<file path="config.mk">
export PLATFORM = sky130hd
export DESIGN_NAME = hdc_top
export DESIGN_NICKNAME = d
export VERILOG_FILES = /design/src/hdc_pkg.sv /design/src/hdc_top.sv /design/src/hdc_fifo.sv
export SDC_FILE = /design/constraint.sdc
export NUM_CORES = 1
export LEC_CHECK = 0
export BUFFER_PORTS_ARGS = -buffer_cell sky130_fd_sc_hd__buf_2
export CORE_MARGIN = 4
export CORE_UTILIZATION = 40
export CTS_BUF_LIST = sky130_fd_sc_hd__clkbuf_8
export DETAILED_ROUTE_END_ITERATION = 6
export SYNTH_ARGS = -nofsm -noshare
export SYNTH_HDL_FRONTEND = slang
export SYNTH_SLANG_ARGS = --single-unit
</file>
<file path="constraint.sdc">
create_clock -name i_clk -period 8.4 [get_ports i_clk]
set_input_delay 0.84 -clock i_clk [delete_from_list [all_inputs] [get_ports i_clk]]
set_output_delay 0.84 -clock i_clk [all_outputs]
set_load 0.005 [all_outputs]
</file>
<file path="src/hdc_pkg.sv">
// constants and types shared by the link controller front end
`default_nettype none
package hdc_pkg;
  // two identical controllers, one per register page
  localparam int NCH = 2;
  localparam logic [7:0] PAGE_FIRST = 8'h0b;
  localparam logic [7:0] PAGE_SECOND = 8'h0c;
  // register offsets within a page
  localparam logic [4:0] A_ADR1 = 5'h10;
  localparam logic [4:0] A_ADR2 = 5'h11;
  localparam logic [4:0] A_FIFO = 5'h12;
  localparam logic [4:0] A_CTL1 = 5'h13;
  localparam logic [4:0] A_STAT = 5'h14;
  localparam logic [4:0] A_CTL2 = 5'h15;
  localparam logic [4:0] A_IMSK = 5'h16;
  localparam logic [4:0] A_ISTA = 5'h17;
  localparam logic [4:0] A_CRCH = 5'h18;
  localparam logic [4:0] A_CRCL = 5'h19;
  localparam logic [4:0] A_TBC = 5'h1a;
  localparam logic [4:0] A_TCTL = 5'h1b;
  localparam logic [4:0] A_TSTA = 5'h1c;
  localparam logic [4:0] A_CTL3 = 5'h1d;
  localparam logic [4:0] A_CTL4 = 5'h1e;
  localparam logic [7:0] RST_REG = 8'h00;
  // field positions
  localparam int B_ADREC = 7;
  localparam int B_RXEN = 6;
  localparam int B_TXEN = 5;
  localparam int B_EOP = 4;
  localparam int B_FA = 3;
  localparam int B_MIDLE = 2;
  localparam int B_SEVEN = 4;
  localparam int B_MEN = 0;
  localparam int B_XBIT = 1;
  // interrupt source positions
  localparam int IB_GA = 7;
  localparam int IB_PACKET_END_DETECTED_EVENT = 6;
  localparam int IB_TX_PACKET_END_EVENT = 5;
  localparam int IB_PACKET_END_READ_EVENT = 4;
  localparam int IB_TX_FIFO_LOW_EVENT = 3;
  localparam int IB_ABUN = 2;
  localparam int IB_RX_FIFO_FULL_EVENT = 1;
  localparam int IB_OVF = 0;
  localparam logic [6:0] ALL_CALL = 7'h7f;
  // receive byte status codes
  localparam logic [1:0] RQ_BODY = 2'h0;
  localparam logic [1:0] RQ_FIRST = 2'h1;
  localparam logic [1:0] RQ_GOOD = 2'h2;
  localparam logic [1:0] RQ_BAD = 2'h3;
  localparam int FIFO_DEPTH = 8;
  localparam int ENTRY_W = 10;
  localparam int CNT_W = $clog2(FIFO_DEPTH) + 1;
  localparam logic [CNT_W-1:0] FULL_CNT = CNT_W'(FIFO_DEPTH);
  localparam logic [CNT_W-1:0] TX_LOW_MARK = CNT_W'(2);
  typedef enum logic [1:0] {FLT_IDLE, FLT_SECOND, FLT_PASS, FLT_DROP} hdc_flt_t;
endpackage : hdc_pkg
`default_nettype wire

</file>
<file path="src/hdc_top.sv">
// register front end of the two link controllers: address filter and fifo port
// Notes on behaviour
// - two identical controllers, each with its own register set in its own page
// - first address register bits 7..2 mask the first received address byte
// - bit 1 joins the first-byte compare only when the seven-bit option is set
// - first-byte mask used only while its enable bit 0 is high
// - with filtering on, packets failing the compare never reach the receive fifo
// - all-ones all-call address recognised only with first enable high
// - second address register bits 7..1 mask the second received address byte
// - all-call address overrides both masks
// - second mask used only while its bit 0 is set; all-call needs it set
// - each fifo write pushes byte plus end and abort tags as ten bits
// - fifo status shown to the host lags pointer changes by one cycle
// - fifo offset read returns next received byte; its status in status register
// - eight interrupt sources, writable mask and matching read-only status bits
// - status holds interrupt flag, idle flag, byte status, tx and rx state
// - control one bit 7 enables address filtering
// - end tag marks last byte before check sequence; cleared after each fifo write
// - abort tag aborts the packet; cleared after each fifo write
// - byte status: 00 body, 01 first, 10 good last, 11 bad last
`timescale 1ns/1ns
`default_nettype none
module hdc_top (
  input wire logic i_clk,
  input wire logic i_rst,
  input wire logic i_cs,
  input wire logic i_rd,
  input wire logic i_wr,
  input wire logic [7:0] i_page,
  input wire logic [4:0] i_addr,
  input wire logic [7:0] i_wdata,
  output logic [7:0] o_rdata,
  input wire logic [hdc_pkg::NCH-1:0] i_rx_valid,
  input wire logic [hdc_pkg::NCH*8-1:0] i_rx_data,
  input wire logic [hdc_pkg::NCH-1:0] i_rx_sop,
  input wire logic [hdc_pkg::NCH-1:0] i_rx_eop,
  input wire logic [hdc_pkg::NCH-1:0] i_rx_bad,
  input wire logic [hdc_pkg::NCH*16-1:0] i_rx_crc,
  input wire logic [hdc_pkg::NCH-1:0] i_idle_chan,
  input wire logic [hdc_pkg::NCH-1:0] i_go_ahead,
  input wire logic [hdc_pkg::NCH-1:0] i_tx_underrun,
  input wire logic [hdc_pkg::NCH-1:0] i_tx_ready,
  output logic [hdc_pkg::NCH-1:0] o_tx_valid,
  output logic [hdc_pkg::NCH*8-1:0] o_tx_data,
  output logic [hdc_pkg::NCH-1:0] o_tx_eop,
  output logic [hdc_pkg::NCH-1:0] o_tx_abort,
  output logic [hdc_pkg::NCH-1:0] o_tx_mark_idle
);
  import hdc_pkg::*;

  logic [7:0] rdw [NCH];
  logic [NCH-1:0] rd_hit;
  logic [7:0] rdata_d, rdata_q;

  // a strobe belongs to a channel when its page matches
  function automatic logic page_hit(input logic [7:0] pg, input int c);
    return (pg == ((c == 0) ? PAGE_FIRST : PAGE_SECOND));
  endfunction : page_hit

  // host-writable offsets; the write and read decoders must agree on this list
  function automatic logic is_cfg(input logic [4:0] a);
    return (a == A_ADR1 || a == A_ADR2 || a == A_CTL1 || a == A_CTL2 || a == A_IMSK || a == A_TBC ||
            a == A_TCTL || a == A_CTL3 || a == A_CTL4);
  endfunction : is_cfg

  // address match: masks, enables, seven-bit option and all-call
  function automatic logic addr_ok(input logic [7:0] m1, input logic [7:0] m2,
                                   input logic [7:0] b1, input logic [7:0] b2,
                                   input logic seven);
    logic m1_ok;
    logic m2_ok;
    logic all_call;
    m1_ok = (b1[7:2] == m1[7:2]);
    if (seven) begin
      m1_ok = m1_ok & (b1[B_XBIT] == m1[B_XBIT]);
    end
    m2_ok = (b2[7:1] == m2[7:1]);
    all_call = m1[B_MEN] & m2[B_MEN] & (b1[7:1] == ALL_CALL);
    return all_call | ((!m1[B_MEN] | m1_ok) & (!m2[B_MEN] | m2_ok));
  endfunction : addr_ok

  // one identical controller per page
  for (genvar c = 0; c < NCH; c++) begin : g_ch
    logic wr_c, rd_c;
    logic [7:0] cfg_q [16];
    logic [7:0] cfg_d [16];
    logic [7:0] adr1, adr2, ctl1, ctl2, imask;
    logic txf_push, txf_rdy, txf_v, txf_pop;
    logic [ENTRY_W-1:0] txf_data;
    logic [ENTRY_W-1:0] txf_out;
    logic [CNT_W-1:0] txf_cnt;
    logic rxf_push, rxf_rdy, rxf_v, rxf_pop;
    logic [ENTRY_W-1:0] rxf_wdata, rxf_data;
    logic [CNT_W-1:0] rxf_cnt;
    hdc_flt_t st_q, st_d;
    logic [ENTRY_W-1:0] b1_q, b1_d, pend_q, pend_d;
    logic pend_v_q, pend_v_d, vaddr_q, vaddr_d;
    logic ovf_ev;
    logic [ENTRY_W-1:0] rx_entry;
    logic txo_v_q, txo_v_d;
    logic [ENTRY_W-1:0] txo_q, txo_d;
    logic txo_done;
    logic [CNT_W-1:0] txcnt_q, rxcnt_q;
    logic [1:0] rq_q;
    logic idle_q, tx_low_q, rx_full_q;
    logic [7:0] ist_q, ist_d, ev;
    logic intgen_q, intgen_d;

    assign wr_c = i_cs & i_wr & page_hit(i_page, c);
    assign rd_c = i_cs & i_rd & page_hit(i_page, c);
    assign rd_hit[c] = rd_c;
    assign adr1 = cfg_q[A_ADR1[3:0]];
    assign adr2 = cfg_q[A_ADR2[3:0]];
    assign ctl1 = cfg_q[A_CTL1[3:0]];
    assign ctl2 = cfg_q[A_CTL2[3:0]];
    assign imask = cfg_q[A_IMSK[3:0]];

    // host writes to the writable registers and the transmit fifo port
    always_comb begin
      cfg_d = cfg_q;
      txf_push = 1'b0;
      if (wr_c) begin
        if (i_addr == A_FIFO) begin
          txf_push = 1'b1;
          cfg_d[A_CTL1[3:0]][B_EOP] = 1'b0;
          cfg_d[A_CTL1[3:0]][B_FA] = 1'b0;
        end else if (is_cfg(i_addr)) begin
          cfg_d[i_addr[3:0]] = i_wdata;
        end
      end
    end

    always_ff @(posedge i_clk) begin
      if (i_rst) begin
        for (int k = 0; k < 16; k++) begin
          cfg_q[k] <= RST_REG;
        end
      end else begin
        cfg_q <= cfg_d;
      end
    end

    // a full transmit fifo refuses the byte; the tags are still consumed
    assign txf_data = {ctl1[B_FA], ctl1[B_EOP], i_wdata};

    hdc_fifo #(
      .W(ENTRY_W),
      .D(FIFO_DEPTH)
    ) u_txf (
      .i_clk(i_clk),
      .i_rst(i_rst),
      .i_valid(txf_push),
      .o_ready(txf_rdy),
      .i_data(txf_data),
      .o_valid(txf_v),
      .i_ready(txf_pop),
      .o_data(txf_out),
      .o_count(txf_cnt)
    );

    hdc_fifo #(
      .W(ENTRY_W),
      .D(FIFO_DEPTH)
    ) u_rxf (
      .i_clk(i_clk),
      .i_rst(i_rst),
      .i_valid(rxf_push),
      .o_ready(rxf_rdy),
      .i_data(rxf_wdata),
      .o_valid(rxf_v),
      .i_ready(rxf_pop),
      .o_data(rxf_data),
      .o_count(rxf_cnt)
    );

    // transmit output stage keeps the link outputs on flops; stalls on link ready
    always_comb begin
      txo_done = txo_v_q & i_tx_ready[c];
      txf_pop = txf_v & ctl1[B_TXEN] & (!txo_v_q | i_tx_ready[c]);
      txo_v_d = txo_v_q & !txo_done;
      txo_d = txo_q;
      if (txf_pop) begin
        txo_v_d = 1'b1;
        txo_d = txf_out;
      end
    end

    always_ff @(posedge i_clk) begin
      if (i_rst) begin
        txo_v_q <= 1'b0;
        txo_q <= '0;
      end else begin
        txo_v_q <= txo_v_d;
        txo_q <= txo_d;
      end
    end

    assign o_tx_valid[c] = txo_v_q;
    assign o_tx_data[c*8 +: 8] = txo_q[7:0];
    assign o_tx_eop[c] = txo_q[8];
    assign o_tx_abort[c] = txo_q[9];
    assign o_tx_mark_idle[c] = ctl1[B_MIDLE];

    // receive filter: hold the first byte, decide on the second
    always_comb begin
      st_d = st_q;
      b1_d = b1_q;
      pend_d = pend_q;
      pend_v_d = 1'b0;
      vaddr_d = vaddr_q;
      rxf_push = 1'b0;
      rxf_wdata = pend_q;
      rx_entry = {RQ_BODY, i_rx_data[c*8 +: 8]};
      if (i_rx_eop[c]) begin
        rx_entry[9:8] = i_rx_bad[c] ? RQ_BAD : RQ_GOOD;
      end else if (i_rx_sop[c]) begin
        rx_entry[9:8] = RQ_FIRST;
      end
      if (pend_v_q) begin
        rxf_push = 1'b1;
      end
      if (i_rx_valid[c] && ctl1[B_RXEN]) begin
        if (i_rx_sop[c]) begin
          if (ctl1[B_ADREC]) begin
            b1_d = rx_entry;
            st_d = i_rx_eop[c] ? FLT_IDLE : FLT_SECOND;
          end else begin
            rxf_push = 1'b1;
            rxf_wdata = rx_entry;
            st_d = i_rx_eop[c] ? FLT_IDLE : FLT_PASS;
          end
        end else begin
          case (st_q)
            FLT_SECOND: begin
              vaddr_d = addr_ok(adr1, adr2, b1_q[7:0], i_rx_data[c*8 +: 8], ctl2[B_SEVEN]);
              if (vaddr_d) begin
                rxf_push = 1'b1;
                rxf_wdata = b1_q;
                pend_d = rx_entry;
                pend_v_d = 1'b1;
                st_d = i_rx_eop[c] ? FLT_IDLE : FLT_PASS;
              end else begin
                st_d = i_rx_eop[c] ? FLT_IDLE : FLT_DROP;
              end
            end
            FLT_PASS: begin
              rxf_push = 1'b1;
              rxf_wdata = rx_entry;
              if (i_rx_eop[c]) begin
                st_d = FLT_IDLE;
              end
            end
            FLT_DROP: begin
              if (i_rx_eop[c]) begin
                st_d = FLT_IDLE;
              end
            end
            default: begin
              st_d = FLT_IDLE;
            end
          endcase
        end
      end
      ovf_ev = rxf_push & !rxf_rdy;
    end

    always_ff @(posedge i_clk) begin
      if (i_rst) begin
        st_q <= FLT_IDLE;
        b1_q <= '0;
        pend_q <= '0;
        pend_v_q <= 1'b0;
        vaddr_q <= 1'b0;
      end else begin
        st_q <= st_d;
        b1_q <= b1_d;
        pend_q <= pend_d;
        pend_v_q <= pend_v_d;
        vaddr_q <= vaddr_d;
      end
    end

    assign rxf_pop = rd_c & (i_addr == A_FIFO) & rxf_v;

    // status snapshot one cycle behind the fifo pointers, so it reads settled
    always_ff @(posedge i_clk) begin
      if (i_rst) begin
        txcnt_q <= '0;
        rxcnt_q <= '0;
        rq_q <= RQ_BODY;
        idle_q <= 1'b0;
        tx_low_q <= 1'b1;
        rx_full_q <= 1'b0;
      end else begin
        txcnt_q <= txf_cnt;
        rxcnt_q <= rxf_cnt;
        rq_q <= rxf_v ? rxf_data[9:8] : RQ_BODY;
        idle_q <= i_idle_chan[c];
        tx_low_q <= (txcnt_q <= TX_LOW_MARK);
        rx_full_q <= (rxcnt_q == FULL_CNT);
      end
    end

    // sticky sources, cleared by reading the interrupt status; a new event wins
    always_comb begin
      ev = '0;
      ev[IB_GA] = i_go_ahead[c];
      ev[IB_PACKET_END_DETECTED_EVENT] = rxf_push & rxf_rdy & rxf_wdata[9];
      ev[IB_TX_PACKET_END_EVENT] = txo_done & txo_q[8];
      ev[IB_PACKET_END_READ_EVENT] = rxf_pop & rxf_data[9];
      ev[IB_TX_FIFO_LOW_EVENT] = (txcnt_q <= TX_LOW_MARK) & !tx_low_q;
      ev[IB_ABUN] = (txo_done & txo_q[9]) | i_tx_underrun[c];
      ev[IB_RX_FIFO_FULL_EVENT] = (rxcnt_q == FULL_CNT) & !rx_full_q;
      ev[IB_OVF] = ovf_ev;
      ist_d = ist_q;
      intgen_d = intgen_q;
      if (rd_c && i_addr == A_ISTA) begin
        ist_d = '0;
        intgen_d = 1'b0;
      end
      ist_d = ist_d | ev;
      intgen_d = intgen_d | (|(ev & imask));
    end

    always_ff @(posedge i_clk) begin
      if (i_rst) begin
        ist_q <= '0;
        intgen_q <= 1'b0;
      end else begin
        ist_q <= ist_d;
        intgen_q <= intgen_d;
      end
    end

    // read word of this channel
    always_comb begin
      if (i_addr == A_FIFO) begin
        rdw[c] = rxf_data[7:0];
      end else if (i_addr == A_STAT) begin
        rdw[c] = {intgen_q, idle_q, rq_q, txcnt_q == FULL_CNT, txcnt_q == '0,
                  rxcnt_q == FULL_CNT, rxcnt_q == '0};
      end else if (i_addr == A_ISTA) begin
        rdw[c] = ist_q;
      end else if (i_addr == A_CRCH) begin
        rdw[c] = i_rx_crc[c*16+8 +: 8];
      end else if (i_addr == A_CRCL) begin
        rdw[c] = i_rx_crc[c*16 +: 8];
      end else if (i_addr == A_TSTA) begin
        rdw[c] = {7'h00, vaddr_q};
      end else if (is_cfg(i_addr)) begin
        rdw[c] = cfg_q[i_addr[3:0]];
      end else begin
        rdw[c] = 8'h00;
      end
    end
  end

  // read data registered on the strobe, held until the next read
  always_comb begin
    rdata_d = rdata_q;
    if (rd_hit[0]) begin
      rdata_d = rdw[0];
    end else if (rd_hit[1]) begin
      rdata_d = rdw[1];
    end
  end

  always_ff @(posedge i_clk) begin
    if (i_rst) begin
      rdata_q <= 8'h00;
    end else begin
      rdata_q <= rdata_d;
    end
  end

  assign o_rdata = rdata_q;
endmodule : hdc_top
`default_nettype wire

</file>
<file path="src/hdc_fifo.sv">
// synchronous fifo with valid and ready on both sides
`timescale 1ns/1ns
`default_nettype none
module hdc_fifo #(
  parameter int W = 10,
  parameter int D = 8
) (
  input wire logic i_clk,
  input wire logic i_rst,
  input wire logic i_valid,
  output logic o_ready,
  input wire logic [W-1:0] i_data,
  output logic o_valid,
  input wire logic i_ready,
  output logic [W-1:0] o_data,
  output logic [$clog2(D):0] o_count
);
  localparam int AW = $clog2(D);
  logic [W-1:0] mem_q [D];
  logic [AW:0] wr_q, wr_d, rd_q, rd_d;
  logic push, pop;

  // full and empty from the pointer distance, so back-pressure is exact
  always_comb begin
    o_count = wr_q - rd_q;
    o_ready = (o_count != (AW+1)'(D));
    o_valid = (wr_q != rd_q);
    o_data = mem_q[rd_q[AW-1:0]];
    push = i_valid & o_ready;
    pop = o_valid & i_ready;
    wr_d = wr_q + (AW+1)'(push);
    rd_d = rd_q + (AW+1)'(pop);
  end

  always_ff @(posedge i_clk) begin
    if (i_rst) begin
      wr_q <= '0;
      rd_q <= '0;
    end else begin
      wr_q <= wr_d;
      rd_q <= rd_d;
    end
    if (push) begin
      mem_q[wr_q[AW-1:0]] <= i_data;
    end
  end
endmodule : hdc_fifo
`default_nettype wire

</file>
==> metrics.yaml <==
register_area_um2: 17780
holdPathEnd: "g_ch[1].idle_q$_SDFF_PP0_"
synth_nets: 2659
fin_crit_sh_pct: 49.61
finalMaxSlewViolations: 0
setup_ws_ps: 4233
clockBufferDepth: 3
synth-seq-cells: 728
place.gp.congestion: 0.8834
ctsHoldBuffers: 0
cp_cell_sequence: "inv_1 -> ha_1 -> fa_1 -> xor2_1 -> nand3_1 -> nor3_1 -> a211o_1 -> o41a_1 -> inv_1 -> ha_1 -> ha_1 -> nor2b_1"
reg2reg_to: "g_ch[0].u_rxf.wr_q[1]$_SDFF_PP0_"
crit_buf_inv: 2
core.rowCount: 102
timing_hold_violations_final: 0
rsz0062_at_grt: "false"
wire_per_inst_um: 22.48
synth_seq_area_share_pct: 56.73
min_from: "i_idle_chan[1]"
cp.arrival_ps: 4760
holdPathStages: 2
grt_usage_pct: 20.11
post-route-min-period_ps: 4167
synth_edf_count: 320
crit_slowest_cell: "nor3_1"
cp_max_fo: 9
dieArea_um2: 82890
fin_setup_tns_ps: 0
yosys_warnings: 0
io_pins: 122
cts_max_level: 3
layout.nets: 2764
skew_ps: 50.36
grt_first_pass_wirelength_um: 128900
crit_type: "reg2reg"
fp.dieW_um: 287.9
critPathLaunchType: "register"
async_flop_share_pct: 0
synth_area_um2: 31340
worst_pin_slew_ps: 1391
endpoint_kind: "register"
final-setup-viol-count: 0
fp.dieH_um: 287.9
rrSetupSlack_ps: 4230
crit_family: "adder cells"
relSlewSlack_pct: 7.006
clk_pin_slew_ps: 60
rr_worst_depth: 12
core-area_um2: 77590
power.density_nw_per_um2: 196.6
max_stage_delay_ps: 690
grt_overflow_total: 0
firstDrtPassIters: 5
outcome: "finished clean"
cts_made_buffers: 119
post-cts-setup-buffers: 0
ir_drop_v: 0.0001387
grt_max_degree: 216
cts_sinks: 728
drv_cap: 0
initial_core_util_pct: 40.39
dpl.hpwl_um: 56210
drive_gt1_share_pct: 18.96
max_freq_mhz: 240.0
ant_nets: 0
hold_class: "in2reg"
viasPerCell: 5.582
nFillCells: 7108
cts-root-buf: "clkbuf_8"
port_buffers: 121
areaGrowthSynthToFinish_pct: 12.52
drcViolationCount: 0
leakagePower_nw: 12.16
cts_tree: "done"
critPathRequiredTime_ps: 8990
vias: 21110
multi_input_area_um2: 12730
synth_cells: 2533
crit_top_cell: "ha_1"
wl_um: 85000
grt_pass1_vias: 21180
worst_r2r_startpoint: "g_ch[0].u_rxf.wr_q[0]$_SDFF_PP0_"
cts_resized: 0
yosys.cell_types.count: 80
worst_skew_pair.late_latency_ps: 740
synth_area_per_cell_um2: 12.37
dpl_worst_slack_ps: 3883
drtIter0Drc: 1689
synthFlopType: "dfxtp_1"
grt_antenna_before_repair: 4
==> sequential cells by signal, summed over array words and instances, names as in the netlist, 20 cells and up <==
| name | cells |
|---|---|
| g_ch.cfg_q | 174 |
| g_ch.u_rxf.mem_q | 160 |
| g_ch.u_txf.mem_q | 160 |
| g_ch.b1_q | 20 |
| g_ch.pend_q | 20 |
| g_ch.txo_q | 20 |
==> cell type report <==
cell class,instances,share of cell area [%]
flip-flops and latches,728,50.42
multi-input cells,1582,36.09
clock buffers,134,5.230
well taps,1040,3.690
repair buffers,154,2.491
clock inverters,86,1.487
inverters,53,0.5642
diodes,4,0.02839
==> where the power goes <==
group / internal, mW / leakage [nW] / switching [mW] / total (mW)
combinational: 0.0501 / 4.48 / 0.146 / 0.196
sequential: 3.68 / 6.30 / 0.00111 / 3.68
clock: 1.62 / 1.38 / 1.44 / 3.06
total: 5.35 / 12.2 / 1.58 / 6.93
==> Yosys cell counts, types with 7 or more instances <==
library cell	instances	area, um2
a21oi_1	84	420.4
o21ai_0	69	345.3
a211oi_1	19	142.6
nand2_1	199	747.0
a21boi_0	10	75.07
nand4_1	10	62.56
nand3_1	41	205.2
clkbuf_1	109	409.1
and3_1	11	68.82
nand2b_1	9	56.30
a221oi_1	9	78.83
inv_1	51	191.4
nor4_1	22	137.6
a211o_1	12	105.1
a22oi_1	20	150.1
nand3b_1	7	52.55
mux4_2	146	3288
nor3_1	43	215.2
mux2i_1	168	1682
and4_1	7	61.31
buf_1	22	82.58
o211ai_1	9	67.56
nor2_1	264	991.0
xor2_1	30	262.8
edfxtp_1	320	9609
ha_1	32	400.4
a221o_1	10	100.1
a31oi_1	35	219.0
buf_6	7	78.83
nor2b_1	145	907.1
buf_4	11	82.58
dfxtp_1	408	8168
a311oi_1	22	192.7
xnor2_1	22	192.7
nor4_4	14	297.8
buf_2	18	90.09
==> worst max-delay path by stage <==
stage	startpoint	endpoint	slack (ps)	cells after the start
2_1_floorplan	g_ch[1].u_rxf.rd_q[1]$_SDFF_PP0_	g_ch[1].u_rxf.mem_q[0][0]$_DFFE_PP_	4470	10
3_3_place_gp	i_addr[3]	g_ch[1].u_txf.mem_q[3][0]$_DFFE_PP_	4020	7
3_5_place_dp	i_addr[3]	g_ch[1].u_txf.mem_q[2][3]$_DFFE_PP_	3880	7
4_1_cts	g_ch[0].u_rxf.wr_q[0]$_SDFF_PP0_	g_ch[0].u_rxf.wr_q[1]$_SDFF_PP0_	4290	12
5_1_grt	g_ch[0].u_rxf.wr_q[0]$_SDFF_PP0_	g_ch[0].u_rxf.wr_q[2]$_SDFF_PP0_	3970	13
6_report	g_ch[0].u_rxf.wr_q[0]$_SDFF_PP0_	g_ch[0].u_rxf.wr_q[1]$_SDFF_PP0_	4230	12
==> cells in the final DEF, fill, tap and decap left out, drive strengths merged, types with 9 or more instances in the layout <==
master and count:
nor2 265, buf 154, a311oi 22, ha 32, a22oi 20, nand3 41
a221o 10, edfxtp 320, dfxtp 408, and3 11, xor2 30, a31oi 36
o21ai 69, o211ai 10, clkinv 32, a211o 12, mux2i 168, a221oi 9
nand2 200, a21boi 10, nor4 36, nor2b 145, nor3 44, inv 100
a21oi 84, clkbuf 134, nand2b 9, xnor2 22, mux4 146, a211oi 19
nand4 12
==> cells by family (layout without fill, tap and decap cells) <==
group	after synthesis	after routing	share of synthesized area, %
and+or+nand+nor	814	814	13.25
xor gates and xnor gates	52	52	1.453
AOI/OAI and AO/OA	360	360	7.813
DFF	728	728	56.73
buffers and inverters	223	427	3.150
adders and majority gates	36	36	1.533
other	0	4	0
muxes	320	320	16.07
==> worst register-to-register path, delay by kind of cell, from the launching register on <==
family	cells	cell delay [ps]
and+or+nand+nor	3	920
adders and majority gates	4	1150
xor gates and xnor gates	1	200
buffers and inverters	2	370
DFF	1	530
AOI/OAI and AO/OA	2	850
==> metal layers <==
layer	wire length, um	share of wire [%]	GRT usage (%)	vias up
met5	13	0.015	0	-
met4	1713	2.0	5.152	2
met3	5421	6.4	3.294	131
met2	39830	47	32.58	735
met1	38030	45	28.27	10650
li1	-	-	-	9592
==> through the flow <==
stage	instances	hold slack (ps)	power (mW)	instance area, um2	utilization (%)
global placement	3557	444.4	3.947	32880	42.38
CTS	3777	273.7	6.994	35250	45.43
finish	3781	338.0	6.933	35260	45.44
detailed placement	3557	448.4	3.950	32880	42.38
global route	3778	324.1	7.160	35250	45.43
floorplan	2533	432.4	3.871	31340	-
No activity file was read; power rests on OpenSTA's default activity.
